`src/fbmac_pkg.sv`:
```
// Summary of operation
// - Reads during embedded operation return status
// - Wait chip-enable access time before sampling data
// - Reissue aborted operation after reset completes (the controller does not reissue; it leaves this to the requester)
// - Wait reset-high-to-read before first read
// - Address bits 1:0 select the identification code
// - Reset command leaves command autoselect mode
package fbmac_pkg;

    // ****************************************************************
    // Bus widths.
    // ****************************************************************
    localparam int ADDR_W = 18; // Word address width.
    localparam int DATA_W = 16; // Data bus width.

    // ****************************************************************
    // Timing, in nanoseconds and in 10 MHz clock cycles.
    // ****************************************************************
    localparam int CLK_PERIOD_NS = 100; // System clock period.
    localparam int ADDRESS_ACCESS_TIME_NS = 90; // Address and chip-enable access time.
    localparam int RESET_PULSE_NS = 500; // Minimum reset low pulse.
    localparam int RESET_READY_NS = 20000; // Recovery time during embedded operation.
    localparam int RESET_HIGH_TO_READ_NS = 50; // Reset high to first read.
    localparam int WRITE_PULSE_NS = 45; // Write strobe low time.
    // Least times round up to whole cycles, at least one.
    localparam int ACC_CYC = (ADDRESS_ACCESS_TIME_NS + CLK_PERIOD_NS - 1) / CLK_PERIOD_NS;
    localparam int RP_CYC = (RESET_PULSE_NS + CLK_PERIOD_NS - 1) / CLK_PERIOD_NS;
    localparam int READY_CYC = (RESET_READY_NS + CLK_PERIOD_NS - 1) / CLK_PERIOD_NS;
    localparam int RH_CYC = (RESET_HIGH_TO_READ_NS + CLK_PERIOD_NS - 1) / CLK_PERIOD_NS;
    localparam int WP_CYC = (WRITE_PULSE_NS + CLK_PERIOD_NS - 1) / CLK_PERIOD_NS;
    localparam int CNT_W = 9; // Width of the shared delay counter.

    // ****************************************************************
    // Command interface values.
    // ****************************************************************
    localparam logic [17:0] UNLOCK1_ADDR = 18'h00555; // First unlock address.
    localparam logic [17:0] UNLOCK2_ADDR = 18'h002AA; // Second unlock address.
    localparam logic [15:0] UNLOCK1_DATA = 16'h00AA; // First unlock data.
    localparam logic [15:0] UNLOCK2_DATA = 16'h0055; // Second unlock data.
    localparam logic [15:0] AUTOSEL_CMD = 16'h0090; // Autoselect command.
    localparam logic [15:0] RESET_CMD = 16'h00F0; // Reset command.
    localparam logic [1:0] AS_MANUF = 2'h0; // Manufacturer code offset.
    localparam logic [1:0] AS_DEVICE = 2'h1; // Device code offset.
    localparam logic [1:0] AS_PROTECT = 2'h2; // Protection status offset.
    localparam logic [1:0] AS_CONT = 2'h3; // Continuation code offset.
    localparam logic [7:0] PROT_YES = 8'h01; // Protected sector answer.
    localparam logic [7:0] PROT_NO = 8'h00; // Unprotected sector answer.

    // ****************************************************************
    // Sector numbering.
    // ****************************************************************
    localparam int SECTORS = 11; // Sectors per layout.
    localparam logic [3:0] SECT_BAD = 4'hF; // Unused sector code.

    // Controller states.
    typedef enum logic [2:0] {
        FBMAC_IDLE, FBMAC_RST_LOW, FBMAC_RST_WAIT, FBMAC_READ, FBMAC_WRITE, FBMAC_GAP
    } fbmac_state_t;

endpackage : fbmac_pkg
```
`src/fbmac_ctrl.sv`:
```
`timescale 1ns/1ps
`default_nettype none
module fbmac_ctrl
    import fbmac_pkg::*;
(
    input wire logic i_sys_clk, // System clock, 10 MHz.
    input wire logic i_reset, // Synchronous active-high reset.
    input wire logic i_clk_en, // Freezes all state while low.
    input wire logic i_top_boot, // Layout of the attached variant, held static.
    input wire logic i_has_rdy_pin, // High when the variant has a ready-busy pin.
    input wire logic i_req_valid, // Request strobe.
    input wire logic i_req_write, // High for a write cycle.
    input wire logic i_req_flash_reset, // High for a hardware reset pulse.
    input wire logic [ADDR_W-1:0] i_req_addr, // Request word address.
    input wire logic [DATA_W-1:0] i_req_wdata, // Write data.
    input wire logic [DATA_W-1:0] i_dq_in, // Data pins as seen on the bus.
    input wire logic i_ready_busy_n, // Ready-busy pin from the device.
    output logic o_req_ready, // High when a request may be given.
    output logic o_rsp_valid, // One-cycle pulse with read data.
    output logic [DATA_W-1:0] o_rsp_rdata, // Read data.
    output logic [3:0] o_rsp_sector, // Sector number of the request address.
    output logic o_autoselect, // High while the device is in command autoselect.
    output logic o_busy, // Registered busy indication.
    output logic o_ce_n, // Chip enable to the device, active low.
    output logic o_oe_n, // Output enable, active low.
    output logic o_we_n, // Write enable, active low.
    output logic o_reset_n, // Hardware reset, active low.
    output logic [ADDR_W-1:0] o_addr, // Address pins.
    output logic [DATA_W-1:0] o_dq_out, // Data pin drive value.
    output logic o_dq_oe // High while the controller drives the data pins.
);

    // ****************************************************************
    // Registers.
    // ****************************************************************
    fbmac_state_t state_reg, state_next; // Sequencer state.
    logic [CNT_W-1:0] cnt_reg; // Shared delay counter.
    logic [1:0] unlock_reg; // Unlock sequence progress.

    // ****************************************************************
    // Sector decode, one comparison per sector in a generate loop.
    // ****************************************************************
    wire [5:0] hi = i_req_addr[17:12]; // High address bits that pick a sector.
    logic [SECTORS-1:0] top_hit; // Top-layout sector matches.
    logic [SECTORS-1:0] bot_hit; // Bottom-layout sector matches.
    genvar g;
    generate
        for (g = 0; g < SECTORS; g++) begin : g_sect
            if (g < 7) begin : g_big
                // Seven large sectors on bits 17-15; bottom layout starts at 001.
                assign top_hit[g] = (hi[5:3] == 3'(g));
                assign bot_hit[g + 4] = (hi[5:3] == 3'(g + 1));
            end else begin : g_small
                // Top boot sectors sit at the top, mirrored near zero for bottom.
                assign top_hit[g] = (g == 7) ? (hi[5:2] == 4'hE) :
                    (g == 8) ? (hi == 6'h3C) : (g == 9) ? (hi == 6'h3D) :
                    (hi[5:1] == 5'h1F);
                assign bot_hit[g - 7] = (g == 7) ? (hi[5:1] == 5'h00) :
                    (g == 8) ? (hi == 6'h02) : (g == 9) ? (hi == 6'h03) :
                    (hi[5:2] == 4'h1);
            end
        end
    endgenerate

    // Priority encode the fixed layout's match vector.
    logic [3:0] sect_num;
    always_comb begin
        sect_num = SECT_BAD;
        for (int k = 0; k < SECTORS; k++) begin
            if (i_top_boot ? top_hit[k] : bot_hit[k]) begin
                sect_num = 4'(k);
            end
        end
    end

    // ****************************************************************
    // Command tracking decodes.
    // ****************************************************************
    wire issue = i_clk_en && o_req_ready && i_req_valid; // Request accepted.
    wire is_u1 = i_req_addr[10:0] == UNLOCK1_ADDR[10:0] && i_req_wdata[7:0] == UNLOCK1_DATA[7:0];
    wire is_u2 = i_req_addr[10:0] == UNLOCK2_ADDR[10:0] && i_req_wdata[7:0] == UNLOCK2_DATA[7:0];
    wire is_as = unlock_reg == 2'h2 && i_req_addr[10:0] == UNLOCK1_ADDR[10:0]
        && i_req_wdata[7:0] == AUTOSEL_CMD[7:0];
    wire is_rst_cmd = i_req_wdata[7:0] == RESET_CMD[7:0];
    wire [1:0] next_unlock = is_u1 ? 2'h1 : (unlock_reg == 2'h1 && is_u2) ? 2'h2 : 2'h0;
    // Busy from the pin where present; otherwise reported idle, so the reset wait
    // then rests on the delay counter alone.
    wire dev_busy = i_has_rdy_pin ? !i_ready_busy_n : 1'b0;

    // ****************************************************************
    // Sequencer next state.
    // ****************************************************************
    wire cnt_done = cnt_reg == '0;
    always_comb begin
        state_next = state_reg;
        unique case (state_reg)
            FBMAC_IDLE: begin
                if (issue) begin
                    state_next = i_req_flash_reset ? FBMAC_RST_LOW :
                        i_req_write ? FBMAC_WRITE : FBMAC_READ;
                end
            end
            FBMAC_RST_LOW: if (cnt_done) state_next = FBMAC_RST_WAIT;
            FBMAC_RST_WAIT: if (cnt_done && !dev_busy) state_next = FBMAC_IDLE;
            FBMAC_READ: if (cnt_done) state_next = FBMAC_GAP;
            FBMAC_WRITE: if (cnt_done) state_next = FBMAC_GAP;
            FBMAC_GAP: state_next = FBMAC_IDLE;
        endcase
    end

    // Counter load value on each state entry.
    wire [CNT_W-1:0] cnt_load =
        (state_next == FBMAC_RST_LOW) ? CNT_W'(RP_CYC - 1) :
        (state_next == FBMAC_RST_WAIT) ? CNT_W'(RH_CYC + READY_CYC / 8) :
        (state_next == FBMAC_READ) ? CNT_W'(ACC_CYC) :
        CNT_W'(WP_CYC - 1);
    wire entering = state_next != state_reg;

    // ****************************************************************
    // State, counter and command tracking registers.
    // ****************************************************************
    always_ff @(posedge i_sys_clk) begin
        if (i_reset) begin
            state_reg <= FBMAC_IDLE;
            cnt_reg <= '0;
            unlock_reg <= 2'h0;
        end else if (i_clk_en) begin
            state_reg <= state_next;
            cnt_reg <= entering ? cnt_load : (cnt_done ? cnt_reg : cnt_reg - 1'b1);
            if (issue && i_req_flash_reset) begin
                unlock_reg <= 2'h0;
            end else if (issue && i_req_write) begin
                unlock_reg <= next_unlock;
            end
        end
    end

    // ****************************************************************
    // Pin and answer registers.
    // ****************************************************************
    always_ff @(posedge i_sys_clk) begin
        if (i_reset) begin
            o_ce_n <= 1'b1;
            o_oe_n <= 1'b1;
            o_we_n <= 1'b1;
            o_reset_n <= 1'b1;
            o_addr <= '0;
            o_dq_out <= '0;
            o_dq_oe <= 1'b0;
            o_req_ready <= 1'b0;
            o_rsp_valid <= 1'b0;
            o_rsp_rdata <= '0;
            o_rsp_sector <= SECT_BAD;
            o_autoselect <= 1'b0;
            o_busy <= 1'b0;
        end else if (i_clk_en) begin
            // Address held stable after a cycle so the device may sleep with data kept.
            if (issue) begin
                o_addr <= i_req_addr;
                o_dq_out <= i_req_wdata;
                o_rsp_sector <= sect_num;
            end
            o_ce_n <= !(state_next == FBMAC_READ || state_next == FBMAC_WRITE);
            o_oe_n <= state_next != FBMAC_READ;
            o_we_n <= state_next != FBMAC_WRITE;
            o_dq_oe <= state_next == FBMAC_WRITE;
            o_reset_n <= state_next != FBMAC_RST_LOW;
            o_req_ready <= state_next == FBMAC_IDLE;
            o_busy <= dev_busy;
            // Data sampled only after the full access time elapses.
            o_rsp_valid <= state_reg == FBMAC_READ && cnt_done;
            if (state_reg == FBMAC_READ && cnt_done) begin
                o_rsp_rdata <= i_dq_in;
            end
            if (issue && i_req_flash_reset) begin
                o_autoselect <= 1'b0;
            end else if (issue && i_req_write && is_as) begin
                o_autoselect <= 1'b1;
            end else if (issue && i_req_write && is_rst_cmd) begin
                o_autoselect <= 1'b0;
            end
        end
    end

    // Aborted operations are left for the requester to issue again.
    // Codes at offsets AS_MANUF, AS_DEVICE, AS_CONT and AS_PROTECT come back as plain reads.

endmodule : fbmac_ctrl
`default_nettype wire

```
`config.mk`:
```
export PLATFORM = sky130hd
export DESIGN_NAME = fbmac_ctrl
export DESIGN_NICKNAME = d
export VERILOG_FILES = /design/src/fbmac_pkg.sv /design/src/fbmac_ctrl.sv
export SDC_FILE = /design/constraint.sdc
export NUM_CORES = 1
export LEC_CHECK = 0
export BUFFER_PORTS_ARGS = -buffer_cell sky130_fd_sc_hd__buf_2
export CAP_MARGIN = 20
export CORE_MARGIN = 8
export CORE_UTILIZATION = 35
export DETAILED_ROUTE_END_ITERATION = 10
export PLACE_DENSITY = 0.57
export REMOVE_ABC_BUFFERS = 1
export SKIP_CTS_REPAIR_TIMING = 1
export SYNTH_ARGS = -nofsm -noshare
export SYNTH_HDL_FRONTEND = slang
export SYNTH_SLANG_ARGS = --single-unit
```
`constraint.sdc`:
```
create_clock -name i_sys_clk -period 2.1 [get_ports i_sys_clk]
set_clock_uncertainty 0.1 [all_clocks]
set_input_delay 0.105 -clock i_sys_clk [delete_from_list [all_inputs] [get_ports i_sys_clk]]
set_output_delay 0.105 -clock i_sys_clk [all_outputs]
set_load 0.01 [all_outputs]
```
==> results of run 1 <==
[power by group through the flow]
stage	combinational, uW	clock (uW)	sequential [uW]
finish	2180	1390	1640
CTS	1470	1430	1640
detailed placement	1460	0	1670
floorplan	883	0	1700
global route	2360	1480	1660
global placement	1440	0	1670
[cells in the mapped netlist (4+ instances only)]
cell type,count,area (sq um)
a21oi_1,61,305
dfxtp_1,77,1540
nand3_1,6,30.0
clkbuf_1,23,86.3
o31ai_1,4,30.0
nor2_1,33,124
a31oi_1,5,31.3
nor4_1,6,37.5
o21ai_0,11,55.1
nor2b_1,4,25.0
buf_2,5,25.0
mux2i_1,18,180
nand2_1,86,323
nor3b_1,4,30.0
nand4_1,8,50.1
nand2b_1,9,56.3
inv_1,8,30.0
nor3_1,8,40.0
[kinds of logic after synthesis]
kind of cell,count (synthesis),synth area share [%]
adders and majority gates,2,0.706
xor gates and xnor gates,1,0.247
AOI/OAI and AO/OA,111,19.4
DFF,77,43.5
muxes,18,5.08
buffers and inverters,39,4.31
and+or+nand+nor,191,26.8
[metal layers]
layer / GRT usage [%] / vias to the layer above
met5: 0 / -
met4: 4.35 / 0
met3: 7.03 / 14
met2: 25.0 / 115
met1: 17.9 / 1782
li1: - / 1924
[final cells by class]
cell class                      instances  area, sq um
Fill cell                             932         4340
Multi-Input combinational cell        323         2010
Sequential cell                        77         1540
Timing Repair Buffer                  211         1480
Tap cell                              133          166
Clock buffer                           10          138
Clock inverter                          5          108
Inverter                                8         30.0
[critical path, stage by stage, from the launching register on]
cell	delay (ps)
dfxtp_2	330
inv_2	70
ha_4	120
or4b_4	510
nor2_8	170
o21bai_4	80
a221o_2	400
nor4_4	320
o21ba_1	150
[metrics by stage]
step / hold WS (ps) / setup WS, ps / total power, uW / instances / area (sq um)
4_1_cts: -139 / -219 / 4540 / 709 / 4690
6_report: 1.07 / -198 / 5210 / 767 / 5480
5_1_grt: 2.95 / -299 / 5510 / 767 / 5480
3_5_place_dp: 244 / -214 / 3140 / 694 / 4450
2_1_floorplan: 74.1 / -429 / 2590 / 408 / 3420
3_3_place_gp: 234 / -132 / 3110 / 694 / 4450
[worst paths after layout]
kind	to	slack, ps	depth (start not counted)
setup / recovery	o_dq_oe$_SDFFE_PP0P_	-200	8
setup reg to reg	o_dq_oe$_SDFFE_PP0P_	-200	8
hold reg to reg	o_dq_out[2]$_SDFFE_PP0P_	350	2
hold / removal	o_addr[15]$_SDFFE_PP0P_	1	3
==> flow_summary_export.csv, run 1 <==
group,metric,value,unit
power,switching_share,32.3,%
sta,worst_pin_slew,901,ps
drt,drc,0,
global_route,groute.usage.overall,15.4,%
power,clkPwrFrac,26.6,%
sta,fin_crit_sh,109,%
place,port_buffers,121,
sta,fin_setup_tns,-4190,ps
finish,drive_above_1_share,34.4,%
clock_tree,cts_tree,"done",
power,p_leak,0.00244,uW
drt,wl,11.7,mm
global_route,grt_max_degree,47,
global_route,grt_pass1_vias,3553,
drt,routed-wl-met2,5.69,mm
floorplanning,die_area,0.0136,sq mm
sta,fmax,0.435,GHz
min_path,hp-class,"primary input to flop",
yosys,synthCells,439,
yosys,ys_warn_count,0,
global_route,antenna_found_initial,0,
drt,drt_iter0_markers,165,
yosys,syn_area,0.00354,sq mm
floorplanning,ios,122,
yosys,ys_async_sr_fraction,0,%
sta,hold_viol,0,
status,failed_checks,"setup timing",
finish,layout_common_cells,"buf_2, nand2_1, dfxtp_1",
status,status,"finished, violations left",
clock_tree,clk_pin_slew,80,ps
drt,routedLengthMet1,4.96,mm
sta,grt_setup_unrepaired,"true",
drt,met3_length,892,microns
finish,reg.largest.list,"o_addr: 18 flops, o_dq_out: 16 flops, o_rsp_rdata: 16 flops",
worst_setup_path,crit_path_start,"cnt_reg[1]$_SDFFE_PP0P_",
power,p_int,3530,uW
place,place.gp.congestion,0.813,
sta,timing.final.ws_setup,-198,ps
clock_tree,clockBufferDepth,2,
finish,largest_reg_flops,18,
power,comb_power_share,41.9,%
min_path,hold_start,"i_req_addr[15]",
floorplanning,die_h,117,microns
floorplanning,initial_utilization,36.1,%
worst_setup_path,cp.arrival,2480,ps
power,p_switching,1680,uW
drt,firstDrtPassIters,4,
floorplanning,core,0.00982,sq mm
clock_tree,cts.sinks,77,
yosys,ys_seq_area_share,43.5,%
floorplanning,die_x,117,microns
worst_setup_path,cp-start-kind,"flop",
power,p_per_area,951,mW/mm^2
finish,nNetsFinal,691,
drt,vias_per_cell,5.00,
clock_tree,h-tree-depth,3,
place,hpwlAfterDp,7.92,mm
yosys,avgSynthCellArea,8.07,sq um
yosys,synth_flop_cell,"dfxtp_1",
clock_tree,insertion_delay,340,ps
finish,layout_commonest_cell,"buf_2",
worst_setup_path,cp-end-kind,"flop",
yosys,ys_seq_elements,77,
worst_setup_path,crit_type,"flop to flop",
drt,vias,3835,
worst_setup_path,reg2reg_from,"cnt_reg[1]$_SDFFE_PP0P_",
floorplanning,row_count,36,
clock_tree,cts_buffers,9,
drt,ant_nets,0,
sta,setup_viol,34,
drt,wire_per_inst,15.2,microns
finish,diodes,0,
power,vdd_drop_max,0.444,mV
finish,largest_register,"o_addr",
sta,drv_slew,0,
drt,dr.max_layer_used,"met4",
sta,period_needed,2300,ps
finish,area_growth,54.7,%
global_route,grt_pass1_wl,16.9,mm
worst_setup_path,cp_max_fo,5,
flow_run,maxCapViolCount,0,
sta,maxSlewHeadroom,40.0,%
yosys,synth_cell_type_count,60,
global_route,gr-total-overflow,0,
finish,fin_util,55.8,%
yosys,synth_edf_count,0,
clock_tree,clockRootBuffer,"clkbuf_8",
power,seq_power_share,31.6,%
worst_setup_path,required,2280,ps
Power figures use the tool's default switching activity.
==> run 2, diff against run 1 <==
CTS_BUF_LIST = sky130_fd_sc_hd__clkbuf_4 sky130_fd_sc_hd__clkbuf_8   (was unset)
PLACE_DENSITY = unset   (was 0.57)
==> run 2 against run 1 <==
Compared with the run above: the run still ends with setup timing left; setup slack better by 50 ps; final area down 1.5%; final cell count down 0.26%; sequential cell count unchanged; die area unchanged; clock power down 17%; sequential share of layout area up 0.45 points.
==> flow_summary_export.csv, run 2 (same netlist as run 1, synthesis figures left out) <==
group,metric,value,unit
sta,fin_crit_sh,107,%
worst_setup_path,cp.arrival,2380,ps
clock_tree,cts.sinks,77,
finish,nNetsFinal,688,
drt,firstDrtPassIters,5,
min_path,hold_start,"i_req_addr[16]",
drt,ant_nets,0,
place,post-place-ws,-191,ps
drt,wire_per_inst,14.8,microns
worst_setup_path,cp_max_fo,5,
global_route,grt_pass1_wl,16.8,mm
power,p_per_area,888,mW/mm^2
floorplanning,row_count,36,
global_route,antenna_found_initial,0,
sta,fmax,0.445,GHz
floorplanning,die_area,0.0136,sq mm
finish,seq_area,0.00155,sq mm
sta,timing.final.ws_setup,-148,ps
power,p_leak,0.00239,uW
sta,hold_viol,0,
place,postPlaceCellArea,0.00444,sq mm
finish,fill_cells,939,
sta,setup_viol,29,
finish,multi_input_area,0.00199,sq mm
clock_tree,insertion_delay,350,ps
place,place.gp.congestion,0.841,
place,hpwlAfterDp,7.73,mm
worst_setup_path,cp-end-kind,"flop",
place,port_buffers,121,
finish,largest_reg_flops,18,
status,status,"finished, violations left",
clock_tree,clockBufferDepth,2,
finish,final_area,0.00540,sq mm
finish,diodes,0,
floorplanning,die_x,117,microns
floorplanning,ios,122,
global_route,grt_max_degree,45,
drt,vias_per_cell,5.00,
global_route,groute.usage.overall,15.2,%
worst_setup_path,cp-start-kind,"flop",
sta,drv_slew,0,
finish,largest_register,"o_addr",
clock_tree,clk_pin_slew,90,ps
sta,worst_pin_slew,816,ps
worst_setup_path,reg2reg_from,"cnt_reg[0]$_SDFFE_PP0P_",
drt,drc,0,
finish,reg.largest.list,"o_addr: 18 flops, o_dq_out: 16 flops, o_rsp_rdata: 16 flops",
clock_tree,cts_tree,"done",
worst_setup_path,r2r_cells,8,
worst_setup_path,crit_type,"flop to flop",
min_path,holdPathEnd,"o_addr[16]$_SDFFE_PP0P_",
sta,maxSlewHeadroom,45.6,%
drt,drt_iter0_markers,242,
drt,wl,11.3,mm
power,vdd_drop_max,0.346,mV
flow_run,maxCapViolCount,0,
drt,vias,3824,
min_path,worstHoldPathCells,3,
finish,layout_common_cells,"buf_2, nand2_1, dfxtp_1",
min_path,hp-class,"primary input to flop",
worst_setup_path,required,2240,ps
floorplanning,core,0.00982,sq mm
finish,drive_above_1_share,33.2,%
sta,period_needed,2250,ps
finish,layout_commonest_cell,"buf_2",
clock_tree,h-tree-depth,3,
status,failed_checks,"setup timing",
global_route,grt_pass1_vias,3645,
clock_tree,cts_buffers,9,
floorplanning,die_h,117,microns
worst_setup_path,r2r_end,"o_oe_n$_SDFFE_PP1P_",
sta,grt_setup_unrepaired,"true",
worst_setup_path,regToRegSetupSlack,-150,ps
global_route,gr-total-overflow,0,
finish,area_growth,52.3,%
clock_tree,clockRootBuffer,"clkbuf_8",
floorplanning,initial_utilization,36.1,%
-- run 2: changes by cell type in the layout (fill, tap and decap cells not counted), sizes merged --
cell,delta
buf,-4
bufinv,-2
clkinvlp,+1
dlygate4sd3,+1
clkinv,+1
inv,+1
-- run 2: cell type report --
type	instances	area share (%)
multi-input cells	323	36.8
clock inverters	6	1.32
clock buffers	10	2.43
repair buffers	208	27.2
well taps	133	3.08
inverters	8	0.556
flip-flops and latches	77	28.6
-- run 2: how the worst max path moves through the flow --
stage,start,endpoint,slack (ps)
detailed placement,cnt_reg[0]$_SDFFE_PP0P_,o_reset_n$_SDFFE_PP1P_,-190
floorplan,cnt_reg[0]$_SDFFE_PP0P_,o_rsp_rdata[0]$_SDFFE_PP0P_,-430
global route,cnt_reg[0]$_SDFFE_PP0P_,o_oe_n$_SDFFE_PP1P_,-220
global placement,cnt_reg[0]$_SDFFE_PP0P_,o_reset_n$_SDFFE_PP1P_,-130
CTS,cnt_reg[0]$_SDFFE_PP0P_,o_reset_n$_SDFFE_PP1P_,-200
finish,cnt_reg[0]$_SDFFE_PP0P_,o_oe_n$_SDFFE_PP1P_,-150
-- run 2: layer usage --
layer  wire, microns  vias to the layer above  track usage, %
met2            5700                      125            25.4
li1                -                     1920               -
met3             875                        5            6.57
met4              81                        0            3.50
met1            4660                     1774            17.7
met5               0                        -               0
-- run 2: critical path, stage by stage, from the launching register on --
cell,delay [ps]
dfxtp_2,330
inv_2,70
ha_4,120
or4b_4,510
or2_4,280
a21oi_1,200
o21a_2,210
a41oi_1,110
or2_1,220
-- run 2: power by group --
group | internal (uW) | switching [uW] | total, uW
clock | 575 | 570 | 1150
sequential | 1570 | 86.8 | 1660
combinational | 1030 | 960 | 1990
total | 3180 | 1620 | 4790
-- run 2: per-stage QoR --
step / hold slack (ps) / util [%] / std cells / power, uW / setup TNS (ps)
floorplan: 74.1 / - / 408 / 2590 / -9740
global placement: 235 / 45.2 / 692 / 3150 / -1030
detailed placement: 241 / 45.2 / 692 / 3170 / -1970
CTS: -138 / 47.3 / 708 / 4330 / -2390
global route: 9.36 / 55.0 / 765 / 5070 / -4860
finish: 3.45 / 55.0 / 765 / 4790 / -2300
==> run 3, diff against run 2 <==
clock period = 1.9 ns   (was 2.1 ns; I/O delays follow)
==> run 3 against run 2 <==
Compared with the run above: the run ends with hold timing, setup timing left; die area did not move; via count rose by 0.86%; count of clock-buffer cells in the layout rose by 1; sequential share of layout area fell by 0.50 points; non-clock buffer count rose by 8; fmax fell by 2.1%; clock power rose by 29%; critical path depth did not move; largest power group unchanged; utilization rose by 0.88 points; register-to-register slack got worse by 250 ps; setup slack got worse by 250 ps.
==> flow_summary_export.csv, run 3 (same netlist as run 1, synthesis figures left out) <==
group,metric,value,unit
status,status,"finished, violations left",
status,failed_checks,"hold timing, setup timing",
drt,wl,11.6,mm
finish,reg.largest.list,"o_addr: 18 flops, o_dq_out: 16 flops, o_rsp_rdata: 16 flops",
finish,multi_input_area,0.00199,sq mm
sta,fmax,0.436,GHz
drt,wire_per_inst,15.0,microns
place,port_buffers,121,
min_path,hp-class,"primary input to flop",
worst_setup_path,worst_path_largest_cell_delay,520,ps
power,clkPwrFrac,26.5,%
sta,worst_pin_slew,733,ps
finish,nNetsFinal,696,
power,vdd_drop_max,0.558,mV
sta,maxSlewHeadroom,51.1,%
global_route,gr-total-overflow,0,
sta,fin_crit_sh,121,%
clock_tree,clockBufferDepth,2,
finish,layout_common_cells,"buf_2, nand2_1, dfxtp_1",
worst_setup_path,worst-path-buf-inv,1,
worst_setup_path,cp_top_family,"simple AND/OR/NAND/NOR gates",
clock_tree,insertion_delay,340,ps
finish,largest_register,"o_addr",
power,p_leak,0.00246,uW
sta,drv_slew,0,
drt,drc,0,
global_route,grtUsageMet2,25.6,%
sta,period_needed,2300,ps
clock_tree,h-tree-depth,3,
place,place.gp.congestion,0.834,
global_route,grt_pass1_wl,16.8,mm
drt,vias,3857,
global_route,grt_max_degree,43,
drt,vias_per_cell,5.00,
global_route,groute.usage.overall,15.3,%
global_route,met1_usage,17.8,%
clock_tree,clockRootBuffer,"clkbuf_8",
sta,hold_viol,2,
global_route,top_usage_layer,"met2",
worst_setup_path,path_cells,"inv_1 -> ha_1 -> or4b_4 -> or2_4 -> nor3_4 -> a221o_1 -> a41oi_1 -> or2_1",
floorplanning,die_area,0.0136,sq mm
power,p_per_area,1020,mW/mm^2
clock_tree,cts_buffers,9,
finish,fin_util,55.8,%
worst_setup_path,cp_max_fo,5,
floorplanning,initial_utilization,36.1,%
global_route,antenna_found_initial,0,
sta,grt_setup_unrepaired,"true",
global_route,grt_pass1_vias,3580,
sta,timing.final.ws_setup,-395,ps
place,hpwlAfterDp,7.80,mm
worst_setup_path,regToRegSetupSlack,-400,ps
power,p_int,3790,uW
floorplanning,ios,122,
floorplanning,die_h,117,microns
clock_tree,cts.sinks,77,
clock_tree,clk_pin_slew,80,ps
power,seq_power_share,32.6,%
flow_run,maxCapViolCount,0,
drt,drt_iter0_markers,208,
worst_setup_path,cpMaxStageDelayCell,"or4b_4",
power,switching_share,32.1,%
sta,setup_viol,35,
finish,drive_above_1_share,34.1,%
floorplanning,die_x,117,microns
worst_setup_path,crit_type,"flop to flop",
place,post-place-ws,-422,ps
finish,area_growth,54.8,%
finish,diodes,0,
floorplanning,row_count,36,
worst_setup_path,required,2040,ps
finish,seq_area,0.00154,sq mm
floorplanning,core,0.00982,sq mm
power,p_switching,1790,uW
worst_setup_path,cp-start-kind,"flop",
clock_tree,cts_tree,"done",
global_route,grtUsageMet3,6.05,%
finish,largest_reg_flops,18,
drt,ant_nets,0,
power,fin_total_pwr,5580,uW
worst_setup_path,cp.arrival,2430,ps
drt,firstDrtPassIters,4,
power,comb_power_share,40.9,%
finish,fill_cells,932,
sta,whs,-2.51,ps
worst_setup_path,cp-end-kind,"flop",
finish,layout_commonest_cell,"buf_2",
==> run 3: changes by cell type in the layout (fill, tap and decap cells not counted), moves of 2 or more <==
cell / previous run / this run
bufinv_16: 1 / 3
nor4_1: 6 / 4
buf_4: 27 / 37
a211oi_2: 0 / 2
dfxtp_2: 3 / 1
dfxtp_1: 74 / 76
a211oi_1: 3 / 1
==> run 3: metal layers <==
layer,up-vias,wire [microns]
met5,-,0
met3,11,780
li1,1939,-
met2,124,5750
met1,1783,4940
met4,0,102
==> run 3: metrics by stage <==
step	setup TNS [ps]	area [sq um]	hold slack [ps]	std cells
global placement	-7310	4500	225	700
detailed placement	-8900	4500	233	700
finish	-8580	5480	-2.51	772
global route	-11550	5480	7.58	772
CTS	-9830	4740	-137	715
floorplan	-16630	3420	64.1	408
==> run 3: worst min-delay path, delay by kind of cell <==
family | cells | cell delay [ps]
buffers and inverters | 1 | 170
AND/OR/NAND/NOR | 1 | 80
AO/OA/AOI/OAI | 1 | 50
==> run 3: final timing paths <==
kind,startpoint,end,cells after the start
worst max-delay path,cnt_reg[1]$_SDFFE_PP0P_,o_reset_n$_SDFFE_PP1P_,8
worst min-delay path,i_req_addr[17],o_addr[17]$_SDFFE_PP0P_,3
worst max register to register,cnt_reg[1]$_SDFFE_PP0P_,o_reset_n$_SDFFE_PP1P_,8
worst min register to register,o_dq_out[6]$_SDFFE_PP0P_,o_dq_out[6]$_SDFFE_PP0P_,2
==> run 3: power by group through the flow <==
stage	Combinational (uW)	Clock [uW]	Sequential, uW
final	2280	1480	1820
after CTS	1710	1520	1810
after global routing	2470	1580	1830
after detailed placement	1700	0	1850
after floorplan	976	0	1880
after global placement	1660	0	1850
==> run 3: cell type report <==
class / instances / share of cell area, %
Multi-Input combinational cell: 323 / 36.2
Sequential cell: 77 / 28.1
Timing Repair Buffer: 216 / 27.7
Clock buffer: 11 / 2.53
Clock inverter: 4 / 1.78
Inverter: 8 / 0.548
Tap cell: 133 / 3.03
